## src/design/pie_regs.vh

```
/*
 * Constants of the priority interrupt controller: source count, source
 * slots, field positions of the enable and priority inputs, the fixed
 * polling ranks and reset values.
 * Assumes it is included by its bare name from the design files.
 */
`ifndef PIE_REGS_VH
`define PIE_REGS_VH

// fifteen sources, four priority levels
`define PIE_NUM_SRC 15
`define PIE_SRC_W 4
`define PIE_LVL_W 2
`define PIE_NUM_LVL 4
`define PIE_LVL_TOP 2'h3

// source slots: slots 0..6 map to enable/priority set a bits 0..6,
// slots 7..14 map to set b bits 0..7
`define PIE_SRC_EXT0 4'h0
`define PIE_SRC_EXT1 4'h2
`define PIE_SET_A_SLOTS 7

// global enable position inside irq_enable_reg_a
`define PIE_GLOBAL_EN_BIT 7

// polling rank per slot, 4 bits each, slot 0 in the low nibble;
// rank 1 is polled first
`define PIE_RANK_TABLE 60'hFC96EB8532DA741
`define PIE_RANK_NONE 4'hF

// reset values
`define PIE_RST_REQ 1'h0
`define PIE_RST_SRC 4'h0
`define PIE_RST_LVL 2'h0
`define PIE_RST_INSVC 4'h0
`define PIE_RST_PIN 1'h1
`define PIE_RST_FLAG 1'h0

`endif
```

## src/design/pie_arbiter.v

```verilog
/*
 * Combinational arbiter: picks the pending, enabled source with the
 * highest level above the running service level; equal levels are
 * resolved by the fixed polling rank.
 * Assumes the caller registers the result at an instruction start.
 */
`timescale 1ns/10ps
`default_nettype none
`include "pie_regs.vh"

module pie_arbiter (
    input wire [14:0] i_pend,     // pending and enabled sources
    input wire [14:0] i_prio_hi,  // priority high bit per source
    input wire [14:0] i_prio_lo,  // priority low bit per source
    input wire i_busy,            // a service routine is running
    input wire [1:0] i_cur_lvl,   // level of the running service
    output reg o_win_valid,       // a source may be taken
    output reg [3:0] o_win_src,   // winning source slot
    output reg [1:0] o_win_lvl    // level of the winner
);

    localparam [59:0] RANKS = `PIE_RANK_TABLE;

    wire [1:0] lvl [0:14];
    wire [14:0] elig;
    reg [3:0] best_rank;
    integer i;

    genvar g;
    generate
        for (g = 0; g < `PIE_NUM_SRC; g = g + 1) begin : g_src
            assign lvl[g] = {i_prio_hi[g], i_prio_lo[g]}; // see RL3
            // strictly above the running level, so top level blocks all
            assign elig[g] = i_pend[g] & (~i_busy | (lvl[g] > i_cur_lvl)); // see RL4 see RL5
        end
    endgenerate

    always @* begin
        o_win_valid = 1'b0;
        o_win_src = `PIE_RST_SRC;
        o_win_lvl = `PIE_RST_LVL;
        best_rank = `PIE_RANK_NONE;
        for (i = 0; i < `PIE_NUM_SRC; i = i + 1) begin
            if (elig[i] && (!o_win_valid || lvl[i] > o_win_lvl ||                  // see RL6
                (lvl[i] == o_win_lvl && RANKS[i*4 +: 4] < best_rank))) begin       // see RL7
                o_win_valid = 1'b1;
                o_win_src = i[3:0];
                o_win_lvl = lvl[i];
                best_rank = RANKS[i*4 +: 4];
            end
        end
    end

endmodule // pie_arbiter

`default_nettype wire

```

## src/design/pie_ctrl.v

```verilog
/*
 * Priority interrupt controller top: enable gating, four-level priority
 * with nesting, same-level polling, two external inputs and wake-up.
 * Assumes one synchronous clock, peripheral flags held until serviced,
 * and a processor that acknowledges a request with a one-clock vector
 * pulse and reports each routine's end with a one-clock done pulse.
 */
// Function
// RL1: fifteen sources, each placed at one of four levels, 0 lowest to 3 highest.
// RL2: a source is taken only with its own enable and the global enable set.
// RL3: priority high and low bit form the level; 00 lowest, 11 highest.
// RL4: running service preempted only by strictly higher priority; others wait.
// RL5: service at top level is never preempted.
// RL6: simultaneous requests of different levels: higher level served first.
// RL7: equal-level pending requests resolved by fixed polling order at instruction start.
// RL8: level mode: low level on external pin requests an interrupt.
// RL9: edge mode: flag set when a high sample is followed by a low sample.
// RL10: each external pin sampled exactly once per machine cycle.
// RL11: requester holds pin high one machine cycle, then low one, for edges.
// RL12: edge mode flag cleared automatically when the processor vectors to it.
// RL13: level mode requester holds pin asserted until the interrupt is generated.
// RL14: level mode pin still low after service end raises another interrupt.
// RL15: level mode flag tracks the pin; software need not clear it.
// RL16: enabled level-mode external input wakes the device from idle or power-down.
// RL17: only level-mode external inputs wake from power-down, edge mode does not.
// RL18: a blocked request stays pending until serviced or cleared by software.
`timescale 1ns/10ps
`default_nettype none
`include "pie_regs.vh"

module pie_ctrl (
    input wire i_sys_clk,                    // 125 MHz system clock
    input wire i_rst_b,                      // synchronous reset, active low
    input wire [7:0] i_irq_enable_reg_a,     // bit 7 global enable, 6..0 slot enables
    input wire [7:0] i_irq_enable_reg_b,     // enables of slots 7..14
    input wire [7:0] i_priority_low_bits_a,  // priority low bits, slots 0..6
    input wire [7:0] i_priority_high_bits_a, // priority high bits, slots 0..6
    input wire [7:0] i_priority_low_bits_b,  // priority low bits, slots 7..14
    input wire [7:0] i_priority_high_bits_b, // priority high bits, slots 7..14
    input wire i_ext0_trigger_type,          // 0 level, 1 falling edge
    input wire i_ext1_trigger_type,          // 0 level, 1 falling edge
    input wire i_ext_irq_pin_0,              // external request 0, active low
    input wire i_ext_irq_pin_1,              // external request 1, active low
    input wire [14:0] i_src_flags,           // peripheral flags; slots 0 and 2 unused
    input wire [1:0] i_ext_flag_clr,         // software clear of external flags
    input wire i_machine_cycle,              // one pulse per machine cycle
    input wire i_instr_start,                // pulse at each instruction start
    input wire i_vector_ack,                 // processor vectors to the offered source
    input wire i_service_done,               // running service routine returns
    input wire i_idle_mode,                  // device is in idle
    input wire i_power_down_mode,            // device is in power-down
    output reg o_irq_req_ff,                 // interrupt offered to the processor
    output reg [3:0] o_irq_src_ff,           // slot of the offered source
    output reg [1:0] o_irq_level_ff,         // level of the offered source
    output reg [3:0] o_in_service_ff,        // one bit per level in service
    output wire o_ext0_request_flag,         // external request flag 0
    output wire o_ext1_request_flag,         // external request flag 1
    output reg o_wakeup_ff                   // wake request to power control
);

    wire global_irq_enable;
    wire [14:0] src_enable;
    wire [14:0] prio_hi;
    wire [14:0] prio_lo;
    wire [14:0] src_pend;
    wire [14:0] pend_gated;
    wire ext0_en;
    wire ext1_en;
    wire ext0_wake;
    wire ext1_wake;
    wire ext0_vec_clr;
    wire ext1_vec_clr;
    wire take;
    wire win_valid;
    wire [3:0] win_src;
    wire [1:0] win_lvl;
    reg busy;
    reg [1:0] cur_lvl;
    reg [3:0] top_one_hot;
    reg [3:0] level_one_hot;
    reg nxt_irq_req;
    reg [3:0] nxt_irq_src;
    reg [1:0] nxt_irq_level;
    reg [3:0] nxt_in_service;
    reg nxt_wakeup;

    // gather the two register sets into one slot-indexed vector
    assign global_irq_enable = i_irq_enable_reg_a[`PIE_GLOBAL_EN_BIT];
    assign src_enable = {i_irq_enable_reg_b, i_irq_enable_reg_a[6:0]};
    assign prio_hi = {i_priority_high_bits_b, i_priority_high_bits_a[6:0]};
    assign prio_lo = {i_priority_low_bits_b, i_priority_low_bits_a[6:0]};

    // the external slots come from the local flag logic
    assign src_pend = {i_src_flags[14:3], o_ext1_request_flag, i_src_flags[1], o_ext0_request_flag};

    // disabled sources keep their flags, they are only hidden here
    assign pend_gated = src_pend & src_enable & {15{global_irq_enable}}; // see RL1 see RL2

    assign ext0_en = global_irq_enable & src_enable[0];
    assign ext1_en = global_irq_enable & src_enable[2];

    // acceptance of the offered request by the processor
    assign take = o_irq_req_ff & i_vector_ack;
    assign ext0_vec_clr = take & (o_irq_src_ff == `PIE_SRC_EXT0); // see RL12
    assign ext1_vec_clr = take & (o_irq_src_ff == `PIE_SRC_EXT1); // see RL12

    pie_ext_irq u_ext0 (
        .i_sys_clk(i_sys_clk),
        .i_rst_b(i_rst_b),
        .i_machine_cycle(i_machine_cycle),
        .i_pin(i_ext_irq_pin_0),
        .i_trigger_type(i_ext0_trigger_type),
        .i_enabled(ext0_en),
        .i_vector_clr(ext0_vec_clr),
        .i_sw_clr(i_ext_flag_clr[0]),
        .o_flag_ff(o_ext0_request_flag),
        .o_wake_ff(ext0_wake)
    );

    pie_ext_irq u_ext1 (
        .i_sys_clk(i_sys_clk),
        .i_rst_b(i_rst_b),
        .i_machine_cycle(i_machine_cycle),
        .i_pin(i_ext_irq_pin_1),
        .i_trigger_type(i_ext1_trigger_type),
        .i_enabled(ext1_en),
        .i_vector_clr(ext1_vec_clr),
        .i_sw_clr(i_ext_flag_clr[1]),
        .o_flag_ff(o_ext1_request_flag),
        .o_wake_ff(ext1_wake)
    );

    // running level is the highest level in service
    always @* begin
        busy = |o_in_service_ff;
        case (1'b1)
            o_in_service_ff[3]: begin
                cur_lvl = 2'h3;
                top_one_hot = 4'h8;
            end
            o_in_service_ff[2]: begin
                cur_lvl = 2'h2;
                top_one_hot = 4'h4;
            end
            o_in_service_ff[1]: begin
                cur_lvl = 2'h1;
                top_one_hot = 4'h2;
            end
            o_in_service_ff[0]: begin
                cur_lvl = 2'h0;
                top_one_hot = 4'h1;
            end
            default: begin
                cur_lvl = 2'h0;
                top_one_hot = 4'h0;
            end
        endcase
    end

    pie_arbiter u_arb (
        .i_pend(pend_gated),
        .i_prio_hi(prio_hi),
        .i_prio_lo(prio_lo),
        .i_busy(busy),
        .i_cur_lvl(cur_lvl),
        .o_win_valid(win_valid),
        .o_win_src(win_src),
        .o_win_lvl(win_lvl)
    );

    always @* begin
        case (o_irq_level_ff)
            2'h0: level_one_hot = 4'h1;
            2'h1: level_one_hot = 4'h2;
            2'h2: level_one_hot = 4'h4;
            2'h3: level_one_hot = 4'h8;
            default: level_one_hot = 4'h0;
        endcase
    end

    // offer to the processor: polled only at instruction starts, dropped
    // when taken; an acceptance in the same cycle as an instruction start
    // wins so the taken source is not offered twice
    always @* begin
        nxt_irq_req = o_irq_req_ff;
        nxt_irq_src = o_irq_src_ff;
        nxt_irq_level = o_irq_level_ff;
        if (take) begin
            nxt_irq_req = 1'b0;
        end else if (i_instr_start) begin
            nxt_irq_req = win_valid; // see RL4 see RL6 see RL7
            nxt_irq_src = win_src;
            nxt_irq_level = win_lvl;
        end
    end

    // in-service bits give nesting; the end of a routine retires the
    // highest level, after which a still-low level-mode pin is polled again
    always @* begin
        nxt_in_service = o_in_service_ff;
        if (i_service_done) begin
            nxt_in_service = nxt_in_service & ~top_one_hot; // see RL14
        end
        if (take) begin
            nxt_in_service = nxt_in_service | level_one_hot; // see RL5
        end
    end

    // idle: any enabled request wakes; power-down: level-mode externals only
    always @* begin
        nxt_wakeup = 1'b0;
        if (i_power_down_mode) begin
            nxt_wakeup = ext0_wake | ext1_wake; // see RL17
        end else if (i_idle_mode) begin
            nxt_wakeup = ext0_wake | ext1_wake | (|pend_gated); // see RL16
        end
    end

    always @(posedge i_sys_clk) begin
        if (!i_rst_b) begin
            o_irq_req_ff <= `PIE_RST_REQ;
            o_irq_src_ff <= `PIE_RST_SRC;
            o_irq_level_ff <= `PIE_RST_LVL;
            o_in_service_ff <= `PIE_RST_INSVC;
            o_wakeup_ff <= 1'b0;
        end else begin
            o_irq_req_ff <= nxt_irq_req;
            o_irq_src_ff <= nxt_irq_src;
            o_irq_level_ff <= nxt_irq_level;
            o_in_service_ff <= nxt_in_service;
            o_wakeup_ff <= nxt_wakeup;
        end
    end

endmodule // pie_ctrl

`default_nettype wire

```

## src/design/pie_ext_irq.v

```verilog
/*
 * One external interrupt input: samples the pin once per machine cycle,
 * produces the request flag in level or falling-edge mode, and a
 * power-down wake request for level mode.
 * Assumes the pin is synchronous to i_sys_clk and i_machine_cycle is a
 * one-clock pulse per machine cycle.
 */
`timescale 1ns/10ps
`default_nettype none
`include "pie_regs.vh"

module pie_ext_irq (
    input wire i_sys_clk,       // system clock
    input wire i_rst_b,         // synchronous reset, active low
    input wire i_machine_cycle, // sampling pulse, once per machine cycle
    input wire i_pin,           // external request pin, active low
    input wire i_trigger_type,  // 0 level, 1 falling edge
    input wire i_enabled,       // source and global enable both set
    input wire i_vector_clr,    // processor vectored to this source
    input wire i_sw_clr,        // software clear of the flag
    output reg o_flag_ff,       // request flag
    output reg o_wake_ff        // level-mode wake request
);

    reg sample_ff;
    reg nxt_flag;
    wire fall_seen;

    // one new sample per machine cycle
    always @(posedge i_sys_clk) begin
        if (!i_rst_b) begin
            sample_ff <= `PIE_RST_PIN;
        end else if (i_machine_cycle) begin // see RL10
            sample_ff <= i_pin;
        end
    end

    // high sample followed by low sample
    assign fall_seen = i_machine_cycle & sample_ff & ~i_pin; // see RL9

    always @* begin
        if (!i_trigger_type) begin
            nxt_flag = ~sample_ff; // see RL8 see RL15
        end else if (fall_seen) begin
            nxt_flag = 1'b1; // a new edge beats a clear in the same cycle
        end else if (i_vector_clr | i_sw_clr) begin
            nxt_flag = 1'b0; // see RL12
        end else begin
            nxt_flag = o_flag_ff; // see RL18
        end
    end

    always @(posedge i_sys_clk) begin
        if (!i_rst_b) begin
            o_flag_ff <= `PIE_RST_FLAG;
            o_wake_ff <= 1'b0;
        end else begin
            o_flag_ff <= nxt_flag;
            // raw pin: the sampling pulse may be stopped in power-down
            o_wake_ff <= i_enabled & ~i_trigger_type & ~i_pin; // see RL16 see RL17
        end
    end

endmodule // pie_ext_irq

`default_nettype wire

```

## config.mk

```make
export PLATFORM = sky130hd
export DESIGN_NAME = pie_ctrl
export DESIGN_NICKNAME = d
export VERILOG_FILES = /design/src/design/pie_arbiter.v /design/src/design/pie_ctrl.v /design/src/design/pie_ext_irq.v
export VERILOG_INCLUDE_DIRS = /design/src /design/src/design
export SDC_FILE = /design/constraint.sdc
export NUM_CORES = 1
export LEC_CHECK = 0
export ABC_CLOCK_PERIOD_IN_PS = 72400
export BUFFER_PORTS_ARGS = -buffer_cell sky130_fd_sc_hd__buf_2
export CAP_MARGIN = 20
export CORE_UTILIZATION = 30
export DETAILED_ROUTE_END_ITERATION = 10
export HOLD_SLACK_MARGIN = 0.03
export PLACE_DENSITY = 0.45
export SLEW_MARGIN = 20
export SYNTH_ARGS = -nofsm -noshare
export SYNTH_HDL_FRONTEND = slang
export SYNTH_SLANG_ARGS = --single-unit
```

## constraint.sdc

```tcl
create_clock -name i_sys_clk -period 72.4 [get_ports i_sys_clk]
set_input_delay 21.72 -clock i_sys_clk [delete_from_list [all_inputs] [get_ports i_sys_clk]]
set_output_delay 21.72 -clock i_sys_clk [all_outputs]
set_load 0.01 [all_outputs]
```

After elaboration in Yosys (flattened, before gate mapping)
Cells that the tools add are included.
- flip-flop bits (word level): 18
- input bits: 77
- output and inout port bits: 14
- word-level logic and storage cells: 287
- order comparisons: 43
- eq/ne operators: 20
- muxes and demuxes: 76
- bitwise gates (word level): 61
- reductions and logical operators: 76
- operators by type and width (operator ; count):
    $mux W4 ; 24
    $gt A2 B2 Y1 ; 29
    $mux W2 ; 20
    $lt A4 B4 Y1 const A ; 8
    $and A15 B15 Y15 ; 2
    $and A1 B1 Y1 ; 28
    $eq A2 B2 Y1 ; 14
    $logic_and A1 B1 Y1 ; 28
    $logic_or A1 B1 Y1 ; 28
    $mux W1 ; 26
    $or A1 B1 Y1 ; 19
    $lt A3 B4 Y1 const A ; 4
    $pmux W4 S4 ; 1
    $mux W3 ; 5
    $reduce_or A15 Y1 ; 1
    $logic_not A1 Y1 ; 14
    $not A1 Y1 ; 9
    $lt A2 B4 Y1 const A ; 2
    $ne A3 B1 Y1 const B ; 2
    $and A4 B4 Y4 ; 1
    $eq A2 B2 Y1 const B ; 2
    $eq A4 B2 Y1 const B ; 1
    $logic_not A4 Y1 ; 1
    $not A4 Y4 ; 1
    other kinds (6) ; 6

Depth between registers and ports, before layout
- depth after elaboration: 77
- gate-level depth with buffers: 116
- gate-level depth less buffers: 115

Modules after synthesis
Synthesis repeated with hierarchy kept, for this count alone.
- cell total of the unflattened synthesis: 513
- area total of the unflattened synthesis: 3801.1 um2
- modules (own cells, without submodules) (module ; times used ; cells an instance ; area each (um2) ; sequential area each (um2)):
    pie_arbiter ; 1 ; 397 ; 2839.0 ; 0.0
    pie_ctrl ; 1 ; 92 ; 714.4 ; 240.2
    pie_ext_irq ; 2 ; 12 ; 123.9 ; 60.1

Least setup slack after synthesis
Ideal clock, no wire load.
- path type: input to register
- start: input port i_priority_high_bits_a[0]
- end: register o_irq_src_ff[0]
- setup time: 118 ps
- arrival time: 40614 ps
- data required time: 72282 ps
- path slack: 31668 ps
- cell stages on the path: 105
- path buffers: 1
- cell sequence: ha_1 > nor2b_1 > o21a_1 > o211ai_1 > ha_1 > nor2b_1 > o21ai_0 > o211ai_1 > and3_1 > nor2_1 > ha_1 > nor2b_1 > o21ai_0 > a21oi_1 > o31ai_2 > ha_1 > nor2b_1 > o21ai_0 > [... 69 more ...] > o41a_1 > nand3_2 > o21ai_0 > ha_1 > nor2b_1 > o21ai_0 > a21oi_2 > a311oi_2 > nor3_4 > nor2_2 > a22oi_1 > ha_1 > nor2b_1 > o21ai_0 > a21oi_1 > nor2_1 > a22oi_1 > nor2b_1
- cells in the longest elaborated chain, start to end: 74
- elaborated cells on any way between the ends: 171
- those cells by class: order compare: 29; eq/ne: 14; mux: 56; bitwise: 2; reduce/logical: 70
- RTL lines (what ; RTL line ; source):
    start: declaration ; pie_ctrl.v:37 ; input wire [7:0] i_priority_high_bits_a,
    $gt A2 B2 Y1 ; pie_arbiter.v:34 ; assign elig[g] = i_pend[g] & (~i_busy | (lvl[g] > i_cur_lvl));
    $or A1 B1 Y1 ; pie_arbiter.v:34 ;
    $and A1 B1 Y1 ; pie_arbiter.v:34 ;
    $mux W4 (tied with other cells) ; pie_arbiter.v:44 ; if (elig[i] && (!o_win_valid || lvl[i] > o_win_lvl ||
    $lt A3 B4 Y1 (tied with other cells) ; pie_arbiter.v:45 ; (lvl[i] == o_win_lvl && RANKS[i*4 +: 4] < best_rank))) begin
    $logic_and A1 B1 Y1 / $logic_or A1 B1 Y1 (equally long branches) ; pie_arbiter.v:45, pie_arbiter.v:44 ;
    $logic_or A1 B1 Y1 ; pie_arbiter.v:44 ;
    $logic_and A1 B1 Y1 ; pie_arbiter.v:44 ;
    [... 58 more ...] ; -- ;
    $logic_or A1 B1 Y1 ; pie_arbiter.v:44 ;
    $logic_and A1 B1 Y1 ; pie_arbiter.v:44 ;
    $mux W4 (tied with other cells) ; pie_arbiter.v:44 ;
    $lt A4 B4 Y1 (tied with other cells) ; pie_arbiter.v:45 ;
    $logic_and A1 B1 Y1 / $logic_or A1 B1 Y1 (equally long branches) ; pie_arbiter.v:45, pie_arbiter.v:44 ;
    $logic_or A1 B1 Y1 ; pie_arbiter.v:44 ;
    $logic_and A1 B1 Y1 ; pie_arbiter.v:44 ;
    $mux W4 * ; pie_arbiter.v:44 ;
    end signal: assignment ; pie_ctrl.v:222 ; o_irq_src_ff <= `PIE_RST_SRC;
    end signal: assignment ; pie_ctrl.v:228 ; o_irq_src_ff <= nxt_irq_src;
    end: declaration ; pie_ctrl.v:53 ; output reg [3:0] o_irq_src_ff,
Mark *: on every way between the ends. The rest lies on a longest branch, timed or not.
A chain may end at the register's enable or synchronous reset.

Worst setup path in the final report
Same ends and word-level chain as after synthesis.

==> flow_metrics.env <==
export IMPL_outcome="finished, final reports clean"
export IMPL_power_leakage_nw=2.08
export IMPL_grt_antenna_before_repair=0
export IMPL_grt_pass1_vias=4176
export IMPL_grt_usage_pct=19.8
export IMPL_worstSetupPathType="input port to flip-flop"
export IMPL_start_kind="input port"
export IMPL_wl_per_cell_um=17.0
export IMPL_max_freq_ghz=0.0224
export IMPL_power_w=0.0000742
export IMPL_worst_slack_ps=27800
export IMPL_syn_to_final_growth_pct=17.5
export IMPL_drt_iter0_drc=215
export IMPL_cts_buffers=3
export IMPL_syn_area_um2=3990
export IMPL_slew_violations=0
export IMPL_n_fill_cell=1386
export IMPL_cp_common_cell="ha_1"
export IMPL_yosysMostFrequentCell="nand2_1"
export IMPL_crit_path_top_delay_cell="o31ai_2"
export IMPL_grt_pass1_wl_mm=21.1
export IMPL_netlist_instances=528
export IMPL_hold_buffers=0
export IMPL_yosysTopAreaCellShare_pct=18.2
export IMPL_cpPeakStageDelay_ps=540
export IMPL_num_vias=4312
export IMPL_synth_seq_cells=18
export IMPL_timing_final_crit_share_pct=61.6
export IMPL_min_path_cells=2
export IMPL_routed_wl_mm=13.3
export IMPL_htreeDepth=1
export IMPL_pre_cts_slack_ps=27720
export IMPL_regArea_um2=360
export IMPL_setup_viol=0
export IMPL_clk_pin_slew_ps=50
export IMPL_gp_congestion=0.821
export IMPL_post_cts_buffers=0
export IMPL_worst_ep_arrival_time_ps=44740
export IMPL_port_buffers=86
export IMPL_ios=91
export IMPL_clock_latency_ps=250
export IMPL_drc=0
export IMPL_drive_gt1_share_pct=24.5
export IMPL_min_period_ps=44600
export IMPL_multi_input_area_um2=3430
export IMPL_final_cell_area_um2=4680
export IMPL_ys_seq_area_share_pct=9.04
export IMPL_initial_utilization_pct=31.2
export IMPL_synth_edff_count=0
export IMPL_ant_nets=0
export IMPL_ir_drop_mv=0.00779
export IMPL_die_w_um=117
export IMPL_worstHoldPathType="flip-flop to flip-flop"
export IMPL_nets=748
export IMPL_synth_cell_types=88
export IMPL_clk_path_buf_depth=2
export IMPL_powerDensity_nw_per_um2=15.8
export IMPL_root_buffer="clkbuf_16"
export IMPL_rsz0062_at_grt="no"
export IMPL_critPathCaptureType="flip-flop"
export IMPL_whs_ps=467
export IMPL_slew_headroom_pct=54.7
export IMPL_max_cap_violations=0
export IMPL_ctsResizeCount=0
export IMPL_worstPathMaxFanout=10
export IMPL_die_area_um2=13700
export IMPL_cp_required_ps=72540
export IMPL_coreArea_um2=12800
export IMPL_fin_skew_ps=2.06
export IMPL_yosys_area_top_type="ha_1"
export IMPL_rr_worst_depth=108
export IMPL_fin_tns_setup_ps=0
export IMPL_dp_final_hpwl_mm=11.1
export IMPL_syn_avg_cell_area_um2=7.55
export IMPL_r2r_slack_ps=48830
export IMPL_synth_commonest_cells="nand2_1 (64), ha_1 (58), a21oi_1 (40)"
export IMPL_synth_ff_type="dfxtp_1"
export IMPL_diodes=0
export IMPL_hold_viol=0
export IMPL_grt_max_degree=28
export IMPL_syn_nets=663
export IMPL_async_reset_ff_share_pct=0
export IMPL_cts_num_sinks=18
export IMPL_dr_pass1_iters=4
export IMPL_rows=41
export IMPL_yosysWarningCount=0
export IMPL_viasPerCell=5.50
export IMPL_place_area_um2=4590
export IMPL_tightest_slew_ps=679
export IMPL_grt_overflow_total=0
export IMPL_cts_tree="yes"
export IMPL_synthTopCellsByArea="ha_1 (18%), dfxtp_1 (9.0%), nand2_1 (6.0%)"
export IMPL_die_h_um=117
## worst paths after layout
check                                 endpoint                     startpoint
hold reg to reg         o_wakeup_ff$_SDFF_PN0_    u_ext1.o_wake_ff$_SDFF_PN0_
setup / recovery  o_irq_src_ff[0]$_SDFFE_PN0P_      i_priority_high_bits_a[0]
hold / removal          o_wakeup_ff$_SDFF_PN0_    u_ext1.o_wake_ff$_SDFF_PN0_
setup reg to reg  o_irq_src_ff[0]$_SDFFE_PN0P_  o_in_service_ff[3]$_SDFF_PN0_
## worst max-delay path, delay by kind of cell
| kind | cells | cell delay [ps] |
|---|---|---|
| AO/OA/AOI/OAI | 52 | 12630 |
| AND/OR/NAND/NOR | 37 | 5780 |
| adder cells (fa/ha/maj) | 15 | 4290 |
| buffers and inverters | 4 | 280 |
## placed cells by master, fill, tap and decap left out, types with 3 or more instances in the layout
master and instances:
nor2_1 29, inv_1 36, nand2_1 64, a21oi_1 40, o221ai_1 3, a21boi_0 5, buf_2 86, buf_4 3
o31ai_1 4, a221oi_2 3, nor2b_1 27, nand3b_1 3, and3_1 6, ha_1 58, o21a_1 6, nand2b_1 4
a211o_1 3, or3_1 3, nand4_1 4, and2_1 5, a22oi_1 7, a21oi_2 7, o2111ai_1 6, a211oi_2 6
o21ai_0 37, o21ai_1 7, dfxtp_1 18, a21o_1 13, o211ai_1 5, o211ai_2 4, clkbuf_16 3, nand3_1 21
nor3_1 10
## power breakdown
group | switching [W] | internal [W]
clock | 0.00000368 | 0.00000840
combinational | 0.0000300 | 0.0000202
sequential | 0.00000106 | 0.0000109
total | 0.0000347 | 0.0000395
## flip-flops by register name, summed over array words and instances (netlist names)
signal            flops
o_in_service_ff       4
o_irq_req_ff          1
o_irq_src_ff          4
o_irq_level_ff        2
u_ext0.sample_ff      1
u_ext1.o_wake_ff      1
u_ext0.o_wake_ff      1
o_wakeup_ff           1
u_ext0.o_flag_ff      1
u_ext1.sample_ff      1
u_ext1.o_flag_ff      1
## through the flow
stage / utilization, % / instances
6_report: 36.7 / 784
5_1_grt: 36.7 / 784
2_1_floorplan: - / 528
4_1_cts: 36.7 / 784
3_3_place_gp: 36.0 / 780
3_5_place_dp: 36.0 / 780
## kinds of logic (layout without fill, tap and decap cells)
group,count (synthesis),in the layout,synth area share (%)
multiplexers,3,3,0.785
adder cells (fa/ha/maj),58,58,18.2
AND/OR/NAND/NOR,201,201,27.0
buffers and inverters,45,129,5.02
flip-flops,18,18,9.04
AO/OA/AOI/OAI,203,203,39.9
## cell type report
cell class                      instances  area share [%]
Clock buffer                            4            1.90
Inverter                               36            2.89
Multi-Input combinational cell        465            73.3
Sequential cell                        18            7.69
Tap cell                              172            4.60
Timing Repair Buffer                   89            9.67
## metal layers
metal / global-route usage, % / wire length [um] / vias to the layer above / part of all wire (%)
met5: 0 / 0 / - / 0
met4: 3.88 / 214 / 0 / 1.6
met3: 1.65 / 516 / 14 / 3.9
met2: 34.5 / 6230 / 88 / 47
met1: 26.7 / 6360 / 2020 / 48
li1: - / - / 2190 / -
No activity file was read; power rests on OpenSTA's default activity.
